<file path="config.mk">
export PLATFORM = sky130hd
export DESIGN_NAME = tune_cal_ctrl
export DESIGN_NICKNAME = d
export VERILOG_FILES = /design/src/rtl/tune_cal_pkg.sv /design/src/rtl/tune_cal_if.sv /design/src/rtl/ant_divider.sv /design/src/rtl/tune_cal_ctrl.sv
export SDC_FILE = /design/constraint.sdc
export NUM_CORES = 1
export LEC_CHECK = 0
export BUFFER_PORTS_ARGS = -buffer_cell sky130_fd_sc_hd__buf_4
export CAP_MARGIN = 20
export CORE_ASPECT_RATIO = 0.6
export CORE_MARGIN = 8
export CORE_UTILIZATION = 64
export DETAILED_ROUTE_END_ITERATION = 8
export PLACE_DENSITY_LB_ADDON = 0.12
export SLEW_MARGIN = 20
export SYNTH_ARGS = -nofsm -noshare
export SYNTH_HDL_FRONTEND = slang
export SYNTH_SLANG_ARGS = --single-unit
export TNS_END_PERCENT = 20
</file>
<file path="constraint.sdc">
create_clock -name ref_clk_i -period 8.6 [get_ports ref_clk_i]
set_input_delay 0.43 -clock ref_clk_i [delete_from_list [all_inputs] [get_ports ref_clk_i]]
set_output_delay 0.43 -clock ref_clk_i [all_outputs]
set_load 0.01 [all_outputs]
</file>
<file path="src/rtl/tune_cal_pkg.sv">
// Constants for antenna tuning, clock display and oscillator calibration
package tune_cal_pkg;
    localparam logic [7:0] TUNE_REG_OFFSET   = 8'h08;
    localparam logic [7:0] IRQ_REG_OFFSET    = 8'h03;
    localparam int         ANT_DISP_BIT      = 7;
    localparam int         SYS_DISP_BIT      = 6;
    localparam int         TMR_DISP_BIT      = 5;
    localparam int         CAP_MSB           = 3;
    localparam int         DIV_SEL_MSB       = 7;
    localparam int         DIV_SEL_LSB       = 6;
    localparam logic [7:0] TUNE_REG_RESET    = 8'h00;
    localparam logic [7:0] IRQ_REG_RESET     = 8'h00;
    localparam int         TRIM_W            = 8;
    localparam logic [7:0] TRIM_RESET        = 8'h80;
    localparam int         CAL_WINDOW_ANT    = 64;
    localparam int         SYS_OSC_KHZ       = 1100;
    localparam int         TMR_OSC_HZ        = 32768;
    localparam int         ANT_TARGET_KHZ    = 500;
    localparam int         SYS_PER_WINDOW    = (CAL_WINDOW_ANT * SYS_OSC_KHZ) / ANT_TARGET_KHZ;
    localparam int         TMR_PER_WINDOW    = (CAL_WINDOW_ANT * TMR_OSC_HZ) / (ANT_TARGET_KHZ * 1000);
    typedef enum logic [1:0] {DISP_NONE, DISP_ANT, DISP_SYS, DISP_TMR} disp_sel_e;
    typedef enum logic [1:0] {CAL_IDLE, CAL_MEASURE, CAL_DONE} cal_state_e;
endpackage

</file>
<file path="src/rtl/tune_cal_if.sv">
// Carrier from top to the divider: antenna input, ratio and output
`timescale 1ns/1ps
interface tune_cal_if;
    logic       ant_edge;
    logic [1:0] ratio_sel;
    logic       div_out;
    logic       div_pulse;
    modport top (output ant_edge, output ratio_sel, input div_out, input div_pulse);
    modport div (input ant_edge, input ratio_sel, output div_out, output div_pulse);
endinterface

</file>
<file path="src/rtl/ant_divider.sv">
// Programmable divider of the antenna resonance, 16 to 128
`timescale 1ns/1ps
module ant_divider
    import tune_cal_pkg::*;
#(
    parameter int CNT_W = 6
)(
    input  wire logic ref_clk_i,
    input  wire logic nrst_i,
    tune_cal_if.div   bus
);
    logic [CNT_W-1:0] cnt;
    logic [CNT_W-1:0] next_cnt;
    logic [CNT_W-1:0] half;
    logic             sq;
    logic             next_sq;
    logic             pulse;
    logic             next_pulse;

    // Half period in antenna cycles: 8, 16, 32, 64
    always_comb
    begin
        unique case (bus.ratio_sel)
            2'b00: half = CNT_W'(7);
            2'b01: half = CNT_W'(15);
            2'b10: half = CNT_W'(31);
            2'b11: half = CNT_W'(63);
        endcase
    end

    always_comb
    begin
        next_cnt   = cnt;
        next_sq    = sq;
        next_pulse = 1'b0;
        if (bus.ant_edge)
        begin
            if (cnt >= half)
            begin
                next_cnt   = '0;
                next_sq    = ~sq;
                next_pulse = ~sq;
            end
            else
            begin
                next_cnt = cnt + CNT_W'(1);
            end
        end
    end

    always_ff @(posedge ref_clk_i or negedge nrst_i)
    begin
        if (!nrst_i)
        begin
            cnt   <= '0;
            sq    <= 1'b0;
            pulse <= 1'b0;
        end
        else
        begin
            cnt   <= next_cnt;
            sq    <= next_sq;
            pulse <= next_pulse;
        end
    end

    assign bus.div_out   = sq;
    assign bus.div_pulse = pulse;

    half_period_a: assert property (@(posedge ref_clk_i) disable iff (!nrst_i)
        (bus.ant_edge && cnt < half) |=> sq == $past(sq))
        else $error("divider output toggled early");
endmodule

</file>
<file path="src/rtl/tune_cal_ctrl.sv">
// Antenna tuning, clock display on the interrupt pin and oscillator trim
`timescale 1ns/1ps
module tune_cal_ctrl
    import tune_cal_pkg::*;
#(
    parameter int CNT_W = 16
)(
    input  wire logic        ref_clk_i,
    input  wire logic        nrst_i,
    input  wire logic        reg_wr_i,
    input  wire logic        reg_rd_i,
    input  wire logic [7:0]  reg_addr_i,
    input  wire logic [7:0]  reg_wdata_i,
    input  wire logic        calib_cmd_i,
    input  wire logic        ant_edge_i,
    input  wire logic        tmr_osc_i,
    input  wire logic        irq_event_i,
    input  wire logic [3:0]  irq_cause_i,
    output logic      [7:0]  reg_rdata_o,
    output logic      [3:0]  cap_sel_o,
    output logic             irq_o,
    output logic [TRIM_W-1:0] sys_trim_o,
    output logic [TRIM_W-1:0] tmr_trim_o,
    output logic             cal_busy_o
);
    tune_cal_if div_bus ();

    logic [7:0]        tune_reg, next_tune_reg;
    logic [7:0]        irq_reg, next_irq_reg;
    logic              irq_line, next_irq_line;
    logic [7:0]        rdata, next_rdata;
    logic              pin, next_pin;
    logic              sys_div, next_sys_div;
    logic              tmr_q;
    disp_sel_e         disp;

    cal_state_e        cal_st, next_cal_st;
    logic [CNT_W-1:0]  ant_cnt, next_ant_cnt;
    logic [CNT_W-1:0]  sys_cnt, next_sys_cnt;
    logic [CNT_W-1:0]  tmr_cnt, next_tmr_cnt;
    logic [TRIM_W-1:0] sys_trim, next_sys_trim;
    logic [TRIM_W-1:0] tmr_trim, next_tmr_trim;
    logic              tmr_rise;
    logic              busy, next_busy;

    ant_divider #(.CNT_W(6)) u_div (
        .ref_clk_i (ref_clk_i),
        .nrst_i    (nrst_i),
        .bus       (div_bus.div)
    );

    assign div_bus.ant_edge  = ant_edge_i;
    assign div_bus.ratio_sel = irq_reg[DIV_SEL_MSB:DIV_SEL_LSB];
    assign tmr_rise          = tmr_osc_i & ~tmr_q;

    // Display priority guards against several bits set at once
    always_comb
    begin
        if (tune_reg[ANT_DISP_BIT])
            disp = DISP_ANT;
        else if (tune_reg[SYS_DISP_BIT])
            disp = DISP_SYS;
        else if (tune_reg[TMR_DISP_BIT])
            disp = DISP_TMR;
        else
            disp = DISP_NONE;
    end

    // Register access and interrupt line
    always_comb
    begin
        next_tune_reg = tune_reg;
        next_irq_reg  = irq_reg;
        next_irq_line = irq_line;
        next_rdata    = rdata;
        if (reg_wr_i && reg_addr_i == TUNE_REG_OFFSET)
            next_tune_reg = reg_wdata_i;
        if (reg_wr_i && reg_addr_i == IRQ_REG_OFFSET)
            next_irq_reg[7:4] = reg_wdata_i[7:4];
        if (reg_rd_i)
        begin
            unique case (reg_addr_i)
                TUNE_REG_OFFSET: next_rdata = tune_reg;
                IRQ_REG_OFFSET:  next_rdata = irq_reg;
                default:         next_rdata = 8'h00;
            endcase
            if (reg_addr_i == IRQ_REG_OFFSET)
                next_irq_line = 1'b0;
        end
        // A new event wins over the clear by read
        if (irq_event_i)
        begin
            next_irq_reg[3:0] = irq_cause_i;
            next_irq_line     = 1'b1;
        end
        next_sys_div = ~sys_div;
        unique case (disp)
            DISP_ANT:  next_pin = div_bus.div_out;
            DISP_SYS:  next_pin = next_sys_div;
            DISP_TMR:  next_pin = tmr_osc_i;
            DISP_NONE: next_pin = next_irq_line;
        endcase
    end

    // Calibration: count both oscillators over a fixed span of antenna cycles
    always_comb
    begin
        next_cal_st   = cal_st;
        next_ant_cnt  = ant_cnt;
        next_sys_cnt  = sys_cnt;
        next_tmr_cnt  = tmr_cnt;
        next_sys_trim = sys_trim;
        next_tmr_trim = tmr_trim;
        unique case (cal_st)
            CAL_IDLE:
            begin
                if (calib_cmd_i)
                begin
                    next_cal_st  = CAL_MEASURE;
                    next_ant_cnt = '0;
                    next_sys_cnt = '0;
                    next_tmr_cnt = '0;
                end
            end
            CAL_MEASURE:
            begin
                next_sys_cnt = sys_cnt + CNT_W'(1);
                if (tmr_rise)
                    next_tmr_cnt = tmr_cnt + CNT_W'(1);
                if (ant_edge_i)
                    next_ant_cnt = ant_cnt + CNT_W'(1);
                if (ant_cnt == CNT_W'(CAL_WINDOW_ANT))
                    next_cal_st = CAL_DONE;
            end
            CAL_DONE:
            begin
                // One trim step toward nominal; a slow oscillator gets a faster code
                if (sys_cnt < CNT_W'(SYS_PER_WINDOW) && sys_trim != '1)
                    next_sys_trim = sys_trim + TRIM_W'(1);
                else if (sys_cnt > CNT_W'(SYS_PER_WINDOW) && sys_trim != '0)
                    next_sys_trim = sys_trim - TRIM_W'(1);
                if (tmr_cnt < CNT_W'(TMR_PER_WINDOW) && tmr_trim != '1)
                    next_tmr_trim = tmr_trim + TRIM_W'(1);
                else if (tmr_cnt > CNT_W'(TMR_PER_WINDOW) && tmr_trim != '0)
                    next_tmr_trim = tmr_trim - TRIM_W'(1);
                next_cal_st = CAL_IDLE;
            end
            default: next_cal_st = CAL_IDLE;
        endcase
        // Busy is registered so the output comes straight from a flop
        next_busy = (next_cal_st != CAL_IDLE);
    end

    // Trim lives only in flops: reset restores the midpoint code
    always_ff @(posedge ref_clk_i or negedge nrst_i)
    begin
        if (!nrst_i)
        begin
            tune_reg <= TUNE_REG_RESET;
            irq_reg  <= IRQ_REG_RESET;
            irq_line <= 1'b0;
            rdata    <= 8'h00;
            pin      <= 1'b0;
            sys_div  <= 1'b0;
            tmr_q    <= 1'b0;
            cal_st   <= CAL_IDLE;
            ant_cnt  <= '0;
            sys_cnt  <= '0;
            tmr_cnt  <= '0;
            sys_trim <= TRIM_RESET;
            tmr_trim <= TRIM_RESET;
            busy     <= 1'b0;
        end
        else
        begin
            tune_reg <= next_tune_reg;
            irq_reg  <= next_irq_reg;
            irq_line <= next_irq_line;
            rdata    <= next_rdata;
            pin      <= next_pin;
            sys_div  <= next_sys_div;
            tmr_q    <= tmr_osc_i;
            cal_st   <= next_cal_st;
            ant_cnt  <= next_ant_cnt;
            sys_cnt  <= next_sys_cnt;
            tmr_cnt  <= next_tmr_cnt;
            sys_trim <= next_sys_trim;
            tmr_trim <= next_tmr_trim;
            busy     <= next_busy;
        end
    end

    assign reg_rdata_o = rdata;
    assign cap_sel_o   = tune_reg[CAP_MSB:0];
    assign irq_o       = pin;
    assign sys_trim_o  = sys_trim;
    assign tmr_trim_o  = tmr_trim;
    assign cal_busy_o  = busy;

    cap_follow_a: assert property (@(posedge ref_clk_i) disable iff (!nrst_i)
        (reg_wr_i && reg_addr_i == TUNE_REG_OFFSET) |=> cap_sel_o == $past(reg_wdata_i[3:0]))
        else $error("capacitor field not applied");
    ant_display_a: assert property (@(posedge ref_clk_i) disable iff (!nrst_i)
        tune_reg[ANT_DISP_BIT] |=> irq_o == $past(div_bus.div_out))
        else $error("antenna display missing");
    sys_display_a: assert property (@(posedge ref_clk_i) disable iff (!nrst_i)
        (!tune_reg[ANT_DISP_BIT] && tune_reg[SYS_DISP_BIT] && $stable(tune_reg))
        |=> irq_o != $past(irq_o))
        else $error("system clock display stalled");
    tmr_display_a: assert property (@(posedge ref_clk_i) disable iff (!nrst_i)
        (tune_reg[7:5] == 3'b001) |=> irq_o == $past(tmr_osc_i))
        else $error("timer display wrong");
    irq_only_a: assert property (@(posedge ref_clk_i) disable iff (!nrst_i)
        (tune_reg[7:5] == 3'b000) |=> irq_o == irq_line)
        else $error("pin not carrying interrupt");
    irq_set_a: assert property (@(posedge ref_clk_i) disable iff (!nrst_i)
        irq_event_i |=> irq_line && irq_reg[3:0] == $past(irq_cause_i))
        else $error("interrupt event lost");
    cal_start_a: assert property (@(posedge ref_clk_i) disable iff (!nrst_i)
        (cal_st == CAL_IDLE && calib_cmd_i) |=> cal_busy_o ##0 sys_cnt == '0)
        else $error("calibration did not start");
    trim_hold_a: assert property (@(posedge ref_clk_i) disable iff (!nrst_i)
        (cal_st != CAL_DONE) |=> $stable(sys_trim) && $stable(tmr_trim))
        else $error("trim changed outside calibration");
    sys_clock_a: assert property (@(posedge ref_clk_i) disable iff (!nrst_i)
        sys_div |=> !sys_div)
        else $error("system clock divider stuck");
endmodule

</file>
==> results, run 1 <==
- The flip-flop and latch count after synthesis is roughly 100.
- The remaining global-route overflow is 0.
- The headroom to the max-slew limit is 44.5%.
- Walking the worst path, the cells encountered are nor4_1, nand4_1, or3_4, fa_1, a21o_1, a21oi_1, o21bai_1, a21oi_1, xnor2_1, mux2_2.
- The flow ran to the end, and the final reports show no timing, DRC or antenna violations.
- The hold buffer count at cts is 0.
- Counting the fill cells in the layout gives between 500 and 600.
- The share of post-route cells with drive strength above 1 is roughly 20%.
- The CTS sink count is between 100 and 150.
- The initial utilization of the core area, before any placement, comes to approximately 65%.
- Global routing used approximately a fifth of the available tracks across all layers.
- The post-route DRC violation count is 0.
- The top fanout value on the critical path is 9.
- The post-cts resize count is 0.
- Dividing the synthesized area by the synthesized cell count gives slightly above 10 um^2.
- The async set-reset flop share out of synthesis is between 90% and 100%.
- The number of global-route vias before repair is 4290.
- Counting distinct cell types in the post-synthesis netlist gives slightly above 60.
- The number of antenna-violating nets in the routed design is 0.
- The number of enable-type register cells in the synthesized netlist is 0.
- TritonCTS created 9 clock buffers.
- Summed over all failing endpoints, the final setup total negative slack is 0 ns.
- The repair_antennas step left the layout with diodes totalling 0.
- Input and output buffers added on the ports amount to between 50 and 60.
- Setup violations remaining at the end of the flow were counted as 0.
- The arrival time reported for the critical path endpoint is between 3 and 4 ns.
- On the final layout, the worst clock skew is 0.00572 ns.
- The critical path's largest stage delay is around 0.47 ns.
- The number of max-cap violations is 0.
- Routability-driven placement finished with a final weighted congestion of around 0.84.
- The maximum count of clock buffers along a single path is 2.
- The final hold violation count came to 0.
- The synthesis-to-layout area growth is 14.3%.
- After clock tree synthesis, the clock-pin slew on the worst setup and hold paths is roughly 0.070 ns.
- The worst setup path is launched from a flop.
- The placement row count is 26.
- The worst voltage drop across the vdd grid is between 0.15 and 0.2 mV.
- The number of nets in the layout is 631.
- In this run, the number of DRC markers left after iteration 0 of detailed routing was ~270.
- The final critical-path required period is between 3 and 4 ns.
- The data required time at the worst endpoint is 8.82 ns.
- In the layout the commonest cells are dfrtp_1 (100), buf_4 (59), nor2_1 (48).
- Summing the sequential cell areas from Yosys gives between 40% and 50% of the chip area.
- The transition time at the pin with the least slew margin is 0.830 ns.
- The design draws ~0.0013 W.
- Wires add up to between 10000 and 15000 um.
- The power per standard cell area is ~200 nW/um^2.
- The cell type of the slowest stage on the worst timing path is or3_4.
- The later pin in the worst-skew pair is clocked with a latency of between 0.3 and 0.4 ns.
- The placeable core area is ~8400 um^2.
- The number of top-level pins is slightly below 60.
- The CTS H-tree depth is 3.
- The first-pass GRT wire length is roughly 20000 um.
- The initial antenna violation count is 0.
- The first TritonRoute pass finished after 5 iterations.
- Dividing the detail-routed wire length by the instance count gives approximately 17 um.
- The final max-slew violation count was 0.
- The most instantiated flip-flop cell in the synthesis netlist is dfrtp_1.
- The worst setup path is captured at a flop.
- The path class of the tightest hold or removal check is input port to asynchronous set/reset pin.
- The die extent in x is between 100 and 150 um.
- The die is 87.3 um tall.
- The pin count of the biggest net entering global routing is 68.
- The die area is around 12000 um^2.
- Across all setup checks in the final design, the least slack found is between 5 and 6 ns.
- The synthesized cell area is 5420 um^2.
- The leakage power of the design is roughly 2.9 nW.
- The post-synthesis cell count is between 500 and 600.
- The net count of the mapped netlist is slightly below 600.
- The most common cell after layout, fill and taps aside is dfrtp_1.
- After layout, the worst path uses a little over a third of the clock period.
- TritonCTS built the clock tree.
- CTS placed an instance of clkbuf_16 at the clock tree root.
- The Yosys step of the flow raised 0 warnings.
- The number of vias in the routed layout is 4178.
- The wire-length estimate of the detail-placed layout is 8460 um.
- The kind of critical path is flop to flop.
- The most numerous cell type found on the critical path is a21oi_1.
- The number of buffer and inverter stages on the critical path is 0.
- In the final layout, the registers with the most flip-flops are ant_cnt x16, sys_cnt x16, tmr_cnt x16.
- The cell class contributing the biggest share of worst-path delay is simple AND/OR/NAND/NOR gates.
- The worst setup slack after placement is roughly 5.6 ns.
- Timing would allow up to approximately 320 MHz.
- The detailed-route vias per instance is about 6.
- Setup repair after global routing left no endpoint under its margin.
- The number of post-CTS setup repair buffers is 0.
==> cells by family after synthesis <==
| logic type | Yosys count | share of synthesized area, % |
|---|---|---|
| adder cells (fa/ha/maj) | 24 | 5.82 |
| multiplexers | 31 | 6.35 |
| AND/OR/NAND/NOR | 185 | 18.5 |
| AO/OA/AOI/OAI | 95 | 11.2 |
| flip-flops | 102 | 47.1 |
| buffers and inverters | 48 | 3.99 |
| XOR/XNOR | 43 | 6.95 |
==> worst reg2reg max path, cell delays in order, from the launching register on <==
cell and delay (ns):
dfrtp_1 0.42, nor4_1 0.38, nand4_1 0.18, or3_4 0.47
fa_1 0.43, a21o_1 0.18, a21oi_1 0.24, o21bai_1 0.13
a21oi_1 0.20, xnor2_1 0.08, mux2_2 0.27
==> path summary, 6_finish.rpt <==
kind,start,endpoint,slack [ns],cells after the start
max,tmr_cnt[8]$_DFFE_PN0P_,tmr_trim_o[6]$_DFFE_PN0P_,5.51,10
min,nrst_i,reg_rdata_o[4]$_DFFE_PN0P_,0.04,1
max reg2reg,tmr_cnt[8]$_DFFE_PN0P_,tmr_trim_o[6]$_DFFE_PN0P_,5.51,10
min reg2reg,sys_div$_DFF_PN0_,sys_div$_DFF_PN0_,0.43,1
max in group asynchronous,nrst_i,sys_trim_o[0]$_DFFE_PN0P_,7.37,2
min in group ref_clk_i,tmr_osc_i,tmr_q$_DFF_PN0_,0.22,1
==> layer usage <==
metal	vias up	wire (um)	global-route usage (%)
li1	1972	-	-
met1	2049	5250	27.1
met2	137	5600	34.9
met3	20	732	5.47
met4	0	173	5.47
met5	-	0	0
==> synthesized netlist by cell type, types with 15 or more instances <==
| cell type | count | area (um^2) |
|---|---|---|
| xor2_1 | 23 | 201 |
| ha_1 | 22 | 275 |
| nand3_1 | 21 | 105 |
| mux2_2 | 23 | 259 |
| nand4_1 | 15 | 93.8 |
| xnor2_1 | 20 | 175 |
| inv_1 | 29 | 109 |
| nor2_1 | 48 | 180 |
| a21oi_1 | 18 | 90.1 |
| o21ai_0 | 36 | 180 |
| nand2_1 | 41 | 154 |
| dfrtp_1 | 100 | 2500 |
==> final cells by class <==
cell class / instances / area, um^2 / share of cell area [%]
Clock buffer: 12 / 256 / 4.14
Clock inverter: 3 / 43.8 / 0.707
Inverter: 29 / 109 / 1.76
Multi-Input combinational cell: 378 / 2650 / 42.7
Sequential cell: 102 / 2550 / 41.2
Tap cell: 112 / 140 / 2.26
Timing Repair Buffer: 59 / 443 / 7.15
==> per-stage QoR <==
step	hold slack, ns	util (%)	cell area [um^2]	cells
final	0.0380	74.1	6190	695
after global routing	0.0633	74.1	6190	695
after CTS	0.0432	74.1	6190	695
after detailed placement	0.410	70.5	5890	680
after global placement	0.406	70.5	5890	680
after floorplan	0.134	-	5420	528
==> report_power, final <==
| group | switching, W | total (W) | internal (W) |
|---|---|---|---|
| Clock | 0.000167 | 0.000406 | 0.000240 |
| Combinational | 0.000137 | 0.000247 | 0.000110 |
| Sequential | 0.0000729 | 0.000611 | 0.000539 |
| Total | 0.000376 | 0.00127 | 0.000889 |
Power figures use the tool's default switching activity.
==> run 2, diff against run 1 <==
--- a/config.mk
+++ b/config.mk
@@ -9,7 +9,7 @@
 export CAP_MARGIN = 20
 export CORE_ASPECT_RATIO = 0.6
 export CORE_MARGIN = 8
-export CORE_UTILIZATION = 64
+export CORE_UTILIZATION = 53
 export DETAILED_ROUTE_END_ITERATION = 8
 export PLACE_DENSITY_LB_ADDON = 0.12
 export SLEW_MARGIN = 20
==> constraint.sdc (replaced) <==
create_clock -name ref_clk_i -period 2.5 [get_ports ref_clk_i]
set_input_delay 0.125 -clock ref_clk_i [delete_from_list [all_inputs] [get_ports ref_clk_i]]
set_output_delay 0.125 -clock ref_clk_i [all_outputs]
set_load 0.01 [all_outputs]
==> results, run 2 (synthesis gave the netlist of run 1 again) <==
- The CTS sink count is 102.
- Setup repair after global routing could not meet its margin everywhere.
- The synthesis-to-layout area growth is 27.8%.
- Dividing the detail-routed wire length by the instance count gives between 15 and 20 um.
- The pin count of the biggest net entering global routing is 49.
- The number of antenna-violating nets in the routed design is 0.
- Across the run, the number of max-cap violations was 0.
- The die boundary height is 94.3 um.
- The met3 wire length is about 500 um.
- Net switching is between 20% and 30% of the power.
- Setup slack on the worst reg-to-reg path comes out at -0.37 ns.
- The first-pass GRT wire length is ~21000 um.
- The number of antenna diodes is 0.
- The placed instances occupy a cell area of ~6400 um^2.
- The die area is roughly 14000 um^2.
- In this run the number of cells on the critical path is 11.
- The share of total power in sequential cells is 42.5%.
- The initialized floorplan defines 28 standard-cell rows.
- The most common cell after layout, fill and taps aside is buf_4.
- After the last flow step, the layout net total stands at 705.
- Clock latency on the worst-skew pair, taken at its later pin, is 0.34 ns.
- After clock tree synthesis, the clock-pin slew on the worst setup and hold paths is ~0.070 ns.
- At the end of routability-driven placement, the weighted congestion stood at 0.830.
- The largest registers in the layout are ant_cnt x16, sys_cnt x16, tmr_cnt x16.
- For this run, the slowest stage of the critical path takes between 0.5 and 0.6 ns.
- The slowest stage of the critical path is the or4_4 cell.
- The final setup skew is 0.00662 ns.
- The worst setup path endpoint is sys_trim_o[6]$_DFFE_PN0P_.
- The placeable core area is 9910 um^2.
- Of all nets on the critical path, the largest fanout is 6.
- The origin of the critical flop-to-flop path is sys_cnt[13]$_DFFE_PN0P_.
- Final hold analysis gives a worst-case slack of roughly 0.012 ns.
- The tree is rooted in a clkbuf_16.
- The remaining global-route overflow is 0.
- The worst register-to-register path has a depth of 11.
- The number of global-route vias before repair is 4245.
- The CTS tree is built.
- The final sum of negative setup slack is -1.23 ns.
- VDD sags by at most approximately 0.41 mV.
- Setup violations remaining at the end of the flow were counted as 7.
- The final wirelength is 12400 um.
- Per report_power, the combinational group accounts for around a quarter of the total.
- Tracing the worst setup path back leads to its startpoint at sys_cnt[13]$_DFFE_PN0P_.
- The detailed route wirelength on metal2 is between 5000 and 6000 um.
- The worst setup path is launched from a flop.
- Across all layers, the routed design uses 4302 vias.
- The count of TritonRoute iterations in the first routing pass is 4.
- The initial utilization of the core area, before any placement, comes to approximately 55%.
- The detailed-route vias per instance is approximately 5.4.
- The endpoint kind of the worst setup timing path is a flop.
- The clock share of power is a little under a third.
- The power per standard cell area is roughly 700 nW/um^2.
- Walking the worst path, the cells encountered are or4_4, nor2_4, o211a_4, clkinvlp_4, fa_2, a21o_1, a21oi_2, o21bai_1, a21oi_1, xnor2_1, mux2_4.
- Data on the critical path arrives at its endpoint at approximately 3.1 ns.
- For this design the static power due to leakage is between 3 and 4 nW.
- The top cell types in the final layout, fill and taps aside, are buf_4 (127), dfrtp_1 (100), nor2_1 (48).
- Timing would allow up to about 350 MHz.
- After layout, the worst setup slack is -0.374 ns.
- Headroom to the max-slew limit came out at around 46%.
- The terminus of the critical flop-to-flop path is sys_trim_o[6]$_DFFE_PN0P_.
- The utilization after layout is 69.9%.
- The final max-slew violation count came to 0.
- The die extent in x is 147 um.
- For this run, the total global-route usage over all layers was measured as a little under a fifth.
- At the pin with the least slew margin, the transition time is slightly above 0.8 ns.
- In this run the top signal layer used is met4.
- The number of DRC violations after detailed-routing iteration 0 is between 150 and 200.
- The count of buffers inserted at the top-level ports is 57.
- The run finished, with violations left.
- The wire length on met1 is roughly 6000 um.
- The worst path in the final design needs a cycle of around 2.9 ns, including I/O delays and setup.
- In this run the deepest clock path goes through 2 buffers.
- The power consumption is roughly 0.0048 W.
- Summed over all nets, the half-perimeter wirelength after detailed placement is ~9300 um.
- The post-route DRC violation count is 0.
- The number of top-level pins is 58.
- The H-tree generated during clock tree synthesis spans 3 levels.
- The cell class contributing the biggest share of worst-path delay is compound AO/OA/AOI/OAI gates.
- The share of post-route cells with drive strength above 1 is about 31%.
- In this run the power spent charging and discharging nets is 0.00139 W.
- The initial antenna violation count is 0.
- The kind of critical path is flop to flop.
- TritonCTS created 9 clock buffers.
- The internal power consumption is approximately 0.0034 W.
- Counting both buffers and inverters, the worst setup path holds a total of 1.
- The final hold violation count is 0.
- In the finished design, the share of the clock period the worst path needs comes to 115%.
- The checks that failed: setup timing.
- The min-delay analysis places its worst path in the category input port to flop.
- The data required time at the worst endpoint is 2.72 ns.
- The finished cells cover between 6000 and 7000 um^2.
-- run 2: per-stage QoR --
step | cells | worst slack [ns]
floorplan | 528 | -0.189
global placement | 770 | -0.196
detailed placement | 770 | -0.342
CTS | 789 | -0.278
global route | 793 | -0.503
finish | 793 | -0.374
-- run 2: final cells by class --
class,count,area (um^2)
Inverter,29,113
Tap cell,135,169
Fill cell,739,2990
Clock inverter,5,82.6
Sequential cell,102,2550
Multi-Input combinational cell,378,2750
Timing Repair Buffer,133,1020
Clock buffer,11,233
-- run 2: repair_timing --
item | in CTS | in global routing
endpoints found under the hold margin | 48 | 1
hold buffers | 3 | 1
pin swaps | 3 | 12
gates resized for setup | 4 | 19
setup buffers | 0 | 3
setup endpoints to repair | 8 | 10
-- run 2: power groups by stage --
stage / logic (W) / clock network [W] / registers, W
after floorplan: 0.000616 / 0 / 0.00205
after global placement: 0.00108 / 0 / 0.00204
after detailed placement: 0.00113 / 0 / 0.00205
after CTS: 0.00115 / 0.00153 / 0.00202
after global routing: 0.00139 / 0.00159 / 0.00205
final: 0.00124 / 0.00149 / 0.00202
-- run 2: worst min-delay path by stage --
stage / endpoint / startpoint / cells after the start
CTS: tune_reg[1]$_DFFE_PN0P_ / reg_wdata_i[1] / 2
detailed placement: tune_reg[4]$_DFFE_PN0P_ / nrst_i / 1
finish: tune_reg[0]$_DFFE_PN0P_ / reg_wdata_i[0] / 2
floorplan: ant_cnt[0]$_DFFE_PN0P_ / nrst_i / 0
global placement: tune_reg[4]$_DFFE_PN0P_ / nrst_i / 1
global route: tune_reg[4]$_DFFE_PN0P_ / reg_wdata_i[4] / 2
-- run 2: worst reg2reg max path, stage by stage, from the launching register on --
cell and delay [ns]:
dfrtp_1 0.38, or4_4 0.55, nor2_4 0.13, o211a_4 0.17, clkinvlp_4 0.16, fa_2 0.40
a21o_1 0.18, a21oi_2 0.16, o21bai_1 0.08, a21oi_1 0.18, xnor2_1 0.08, mux2_4 0.26
-- run 2: per-layer routing --
layer | up-vias | GRT usage (%)
met5 | - | 0
met4 | 0 | 3.92
met3 | 10 | 4.47
met1 | 2086 | 25.1
li1 | 2123 | -
met2 | 83 | 29.6
==> run 3, diff against run 2 <==
--- a/config.mk
+++ b/config.mk
@@ -5,11 +5,12 @@
 export SDC_FILE = /design/constraint.sdc
 export NUM_CORES = 1
 export LEC_CHECK = 0
+export ABC_AREA = 1
 export BUFFER_PORTS_ARGS = -buffer_cell sky130_fd_sc_hd__buf_4
 export CAP_MARGIN = 20
 export CORE_ASPECT_RATIO = 0.6
 export CORE_MARGIN = 8
-export CORE_UTILIZATION = 53
+export CORE_UTILIZATION = 54
 export DETAILED_ROUTE_END_ITERATION = 8
 export PLACE_DENSITY_LB_ADDON = 0.12
 export SLEW_MARGIN = 20
==> results, run 3 <==
- The signal on the critical path passes through or2_0, nor2_2, nand3_4, ha_1, nand2_1, nand3_1, a21oi_1, xor2_1, o21ai_1.
- The first TritonRoute pass finished after 5 iterations.
- The worst-skew pair later-pin latency is 0.34 ns.
- The number of buffer and inverter stages on the critical path is 0.
- Power spread over the standard cell area amounts to between 800 and 900 nW/um^2.
- The final hold violation count was 0.
- Summed over all layers, the global routing overflow is 0.
- The number of global-route vias before repair is approximately 5000.
- After synthesis, the most frequently instantiated cells are nand2_1 (179), inv_1 (101), dfrtp_1 (100), nor2_1 (70), nand3_1 (51).
- The final max-slew violation count is 0.
- By area, the combinational part of the netlist is dominated by simple AND/OR/NAND/NOR gates.
- The number of buffers created by CTS is 9.
- On the critical path, the stage with the largest delay is an instance of dfrtp_1.
- Counting the fill cells in the layout gives 910.
- The placeable core area is roughly 11000 um^2.
- The CTS tree is built.
- The count of buffers inserted at the top-level ports is 57.
- After detailed routing, the average wire length per cell comes to about 14 um.
- The number of failing setup endpoints in the final timing report is 0.
- The mean instance size in the synthesized netlist is 7.83 um^2.
- The congestion estimate from routability-driven global placement came to 0.901.
- The final critical-path required period is 2.30 ns.
- The cell count after synthesis came out at roughly 750.
- Headroom to the max-slew limit came out at 61.5%.
- The synthesized netlist devotes 2.52% of its cell area to XOR and XNOR gates.
- The wire length on met1 is between 6000 and 7000 um.
- Row generation in the floorplan step produced 29 rows.
- The detailed route wirelength on metal2 is 5820 um.
- For this run, the leading register cell type out of synthesis is dfrtp_1.
- The synthesis-to-layout area growth is 15.6%.
- The number of enable-type register cells in the synthesized netlist is 0.
- The worst voltage drop across the vdd grid is 0.530 mV.
- The clock net in this run drives a total of just over 100 sinks.
- The number of post-CTS setup repair buffers is 0.
- Setup repair after global routing left no endpoint under its margin.
- The data required time at the worst endpoint is about 2.7 ns.
- The async set-reset flop share out of synthesis is between 90% and 100%.
- The share of synthesized area occupied by flip-flops and latches is 43.6%.
- The cell class contributing the biggest share of worst-path delay is simple AND/OR/NAND/NOR gates.
- Leaving out fill and tap cells, the most frequent cells in the layout are nand2_1 (179), inv_1 (101), dfrtp_1 (100).
- When the netlist entered floorplanning its net count stood at 801.
- The number of antenna diodes in the final layout is 0.
- The synthesized design spends more area on one cell type than any other, namely dfrtp_1.
- The die area is between 10000 and 15000 um^2.
- In the synthesized netlist, mux cells make up less than 1% of the area.
- The top fanout value on the critical path is 9.
- The pin count of the biggest net entering global routing is 60.
- At the end of the flow, the number of nets in the layout was between 800 and 900.
- The largest registers in the layout are ant_cnt x16, sys_cnt x16, tmr_cnt x16.
- The detailed-route vias per instance is around 5.3.
- The detailed router placed slightly above 5000 vias in this run.
- The most common cell after layout, fill and taps aside is nand2_1.
- For this run, design rule violations remaining after detail routing come to 0.
- The analysis attributes to cell leakage a power of 3.37 nW.
- In this run the vertical extent of the chip is 96.7 um.
- In the final timing run, aggregate negative setup slack is 0 ns.
- STA classifies the critical path endpoint as a flop.
- The highest metal layer with signal wires is met4.
- The share of synthesized area in the top cell type comes to around 43%.
- The die is roughly 150 um wide.
- The clock arrives with 0.00715 ns of skew.
- The post-route netlist has about 14% of its cells at a drive strength greater than 1.
- The mapped netlist covers between 5000 and 6000 um^2.
- After Yosys synthesis, and, or, nand and nor cells account for between 20 and 30% of the synthesized area.
- The count of warnings emitted by yosys is 0.
- The number of distinct standard cells referenced by the synthesized netlist is 46.
- In the post-synthesis netlist, the biggest area contributors are dfrtp_1 (43%), nand2_1 (11%), inv_1 (6.5%).
- Counting along the longest clock path gives a buffer depth of 2.
- The classification of the worst-slack hold path is input port to flop.
- The compound-cell area share of the yosys netlist is 10.7%.
- The final wirelength is between 10000 and 15000 um.
- The worst path uses between 90% and 100% of the clock period.
- Summing the areas of all fa, ha and maj instances in the mapped netlist gives around 5.4% of the synthesized area.
- For the pin with the worst max-slew slack, the measured transition is 0.577 ns.
- Clock-pin slew was measured on the worst setup and hold paths at roughly 0.070 ns.
- The first routing iteration left 352 violations.
- In the global route stage, overall resource usage came out at approximately a fifth.
- The arrival time reported for the critical path endpoint is around 2.5 ns.
- The detail route stage leaves a number of antenna-violating nets equal to 0.
- The effective utilization at floorplan is a little under three fifths.
- The met3 wire length is approximately 870 um.
- Derived from the worst setup path, the maximum achievable clock frequency is 434 MHz.
- In this run the number of H-tree levels came out at 3.
- The first global-routing pass estimated between 20000 and 25000 um of wire.
- The most repeated cell in the gate-level netlist after synthesis is nand2_1.
- The root buffer selected by CTS is clkbuf_16.
- The utilization after layout is roughly 64%.
- The kind of critical path is flop to flop.
- For this design the top-level I/O count stands at between 50 and 60.
- The detailed-placement wirelength estimate is approximately 10000 um.
- The run finished with clean final reports.
- The initial antenna violation count came to 0.
- In this run, synthesis produced a sequential element count of 102.
- The startpoint class of the critical path is a flop.
- The largest single stage delay on the critical path is about 0.43 ns.
- The number of max-cap violations is 0.
==> run 3: changes by cell type in the layout (fill, tap and decap cells not counted), moves of 14 or more <==
cell / delta
buf_4: -66
nand3_1: +29
xor2_1: -14
mux2_2: -21
o21ai_0: +18
nor2_1: +22
inv_1: +73
xnor2_1: -14
a21oi_1: +17
nand2_1: +138
==> run 3: kinds of logic after synthesis <==
family	after synthesis
buf+inv	120
mux	4
flops	102
compound gates	110
fa+ha+maj	24
simple gates	373
xor+xnor	16
==> run 3: final timing paths <==
path                                        start                         to  slack (ns)  cells past startpoint
min in group asynchronous                  nrst_i    tune_reg[4]$_DFFE_PN0P_        0.34                      2
max reg2reg                tmr_cnt[2]$_DFFE_PN0P_  tmr_trim_o[5]$_DFFE_PN0P_        0.20                      9
min reg2reg                     sys_div$_DFF_PN0_          sys_div$_DFF_PN0_        0.41                      1
max in group asynchronous                  nrst_i  tmr_trim_o[7]$_DFFE_PN1P_        1.41                      3
min                                irq_cause_i[0]     irq_reg[0]$_DFFE_PN0P_       0.003                      3
max                        tmr_cnt[2]$_DFFE_PN0P_  tmr_trim_o[5]$_DFFE_PN0P_        0.20                      9
==> run 3: where the power goes <==
part	switching, W	internal (W)	leakage (nW)
logic	0.00105	0.000617	1.90
registers	0.000314	0.00198	1.32
clock network	0.000602	0.000892	0.150
==> run 3: area by class of cell <==
cell class              instances  area [um^2]  area share, %
well taps                     139          174           2.56
clock inverters                 4         72.6           1.07
flip-flops and latches        102         2550           37.7
clock buffers                  10          239           3.52
repair buffers                 67          528           7.79
inverters                     104          390           5.76
multi-input cells             527         2820           41.6
==> run 3: worst register-to-register path: cells and delay by family (launching register included) <==
kind	cells	cell delay, ns
simple gates	5	0.91
flops	1	0.43
fa+ha+maj	1	0.40
compound gates	2	0.27
xor+xnor	1	0.16
==> run 3: per-layer routing <==
layer  up-vias  track usage, %
met5         -               0
met3        14            5.49
met2       133            28.4
met1      2385            28.2
li1       2565               -
met4         0            3.36
==> run 3: per-stage QoR <==
stage               setup WS (ns)  area (um^2)  hold WS, ns  std cells  power, W
floorplan                   0.436         5860       -0.171        749   0.00351
global placement            0.242         6410        0.169        934   0.00384
detailed placement          0.124         6410        0.164        934   0.00394
CTS                         0.107         6770      0.00174        953   0.00545
global route              0.00253         6780      0.00436        953   0.00585
finish                      0.197         6780      0.00283        953   0.00546
==> run 3: repair_timing <==
| action | CTS | global route |
|---|---|---|
| hold buffers | 5 | 0 |
| resized for setup | 0 | 2 |
| endpoints found under the hold margin | 46 | 0 |
| setup endpoints to repair | 0 | 5 |
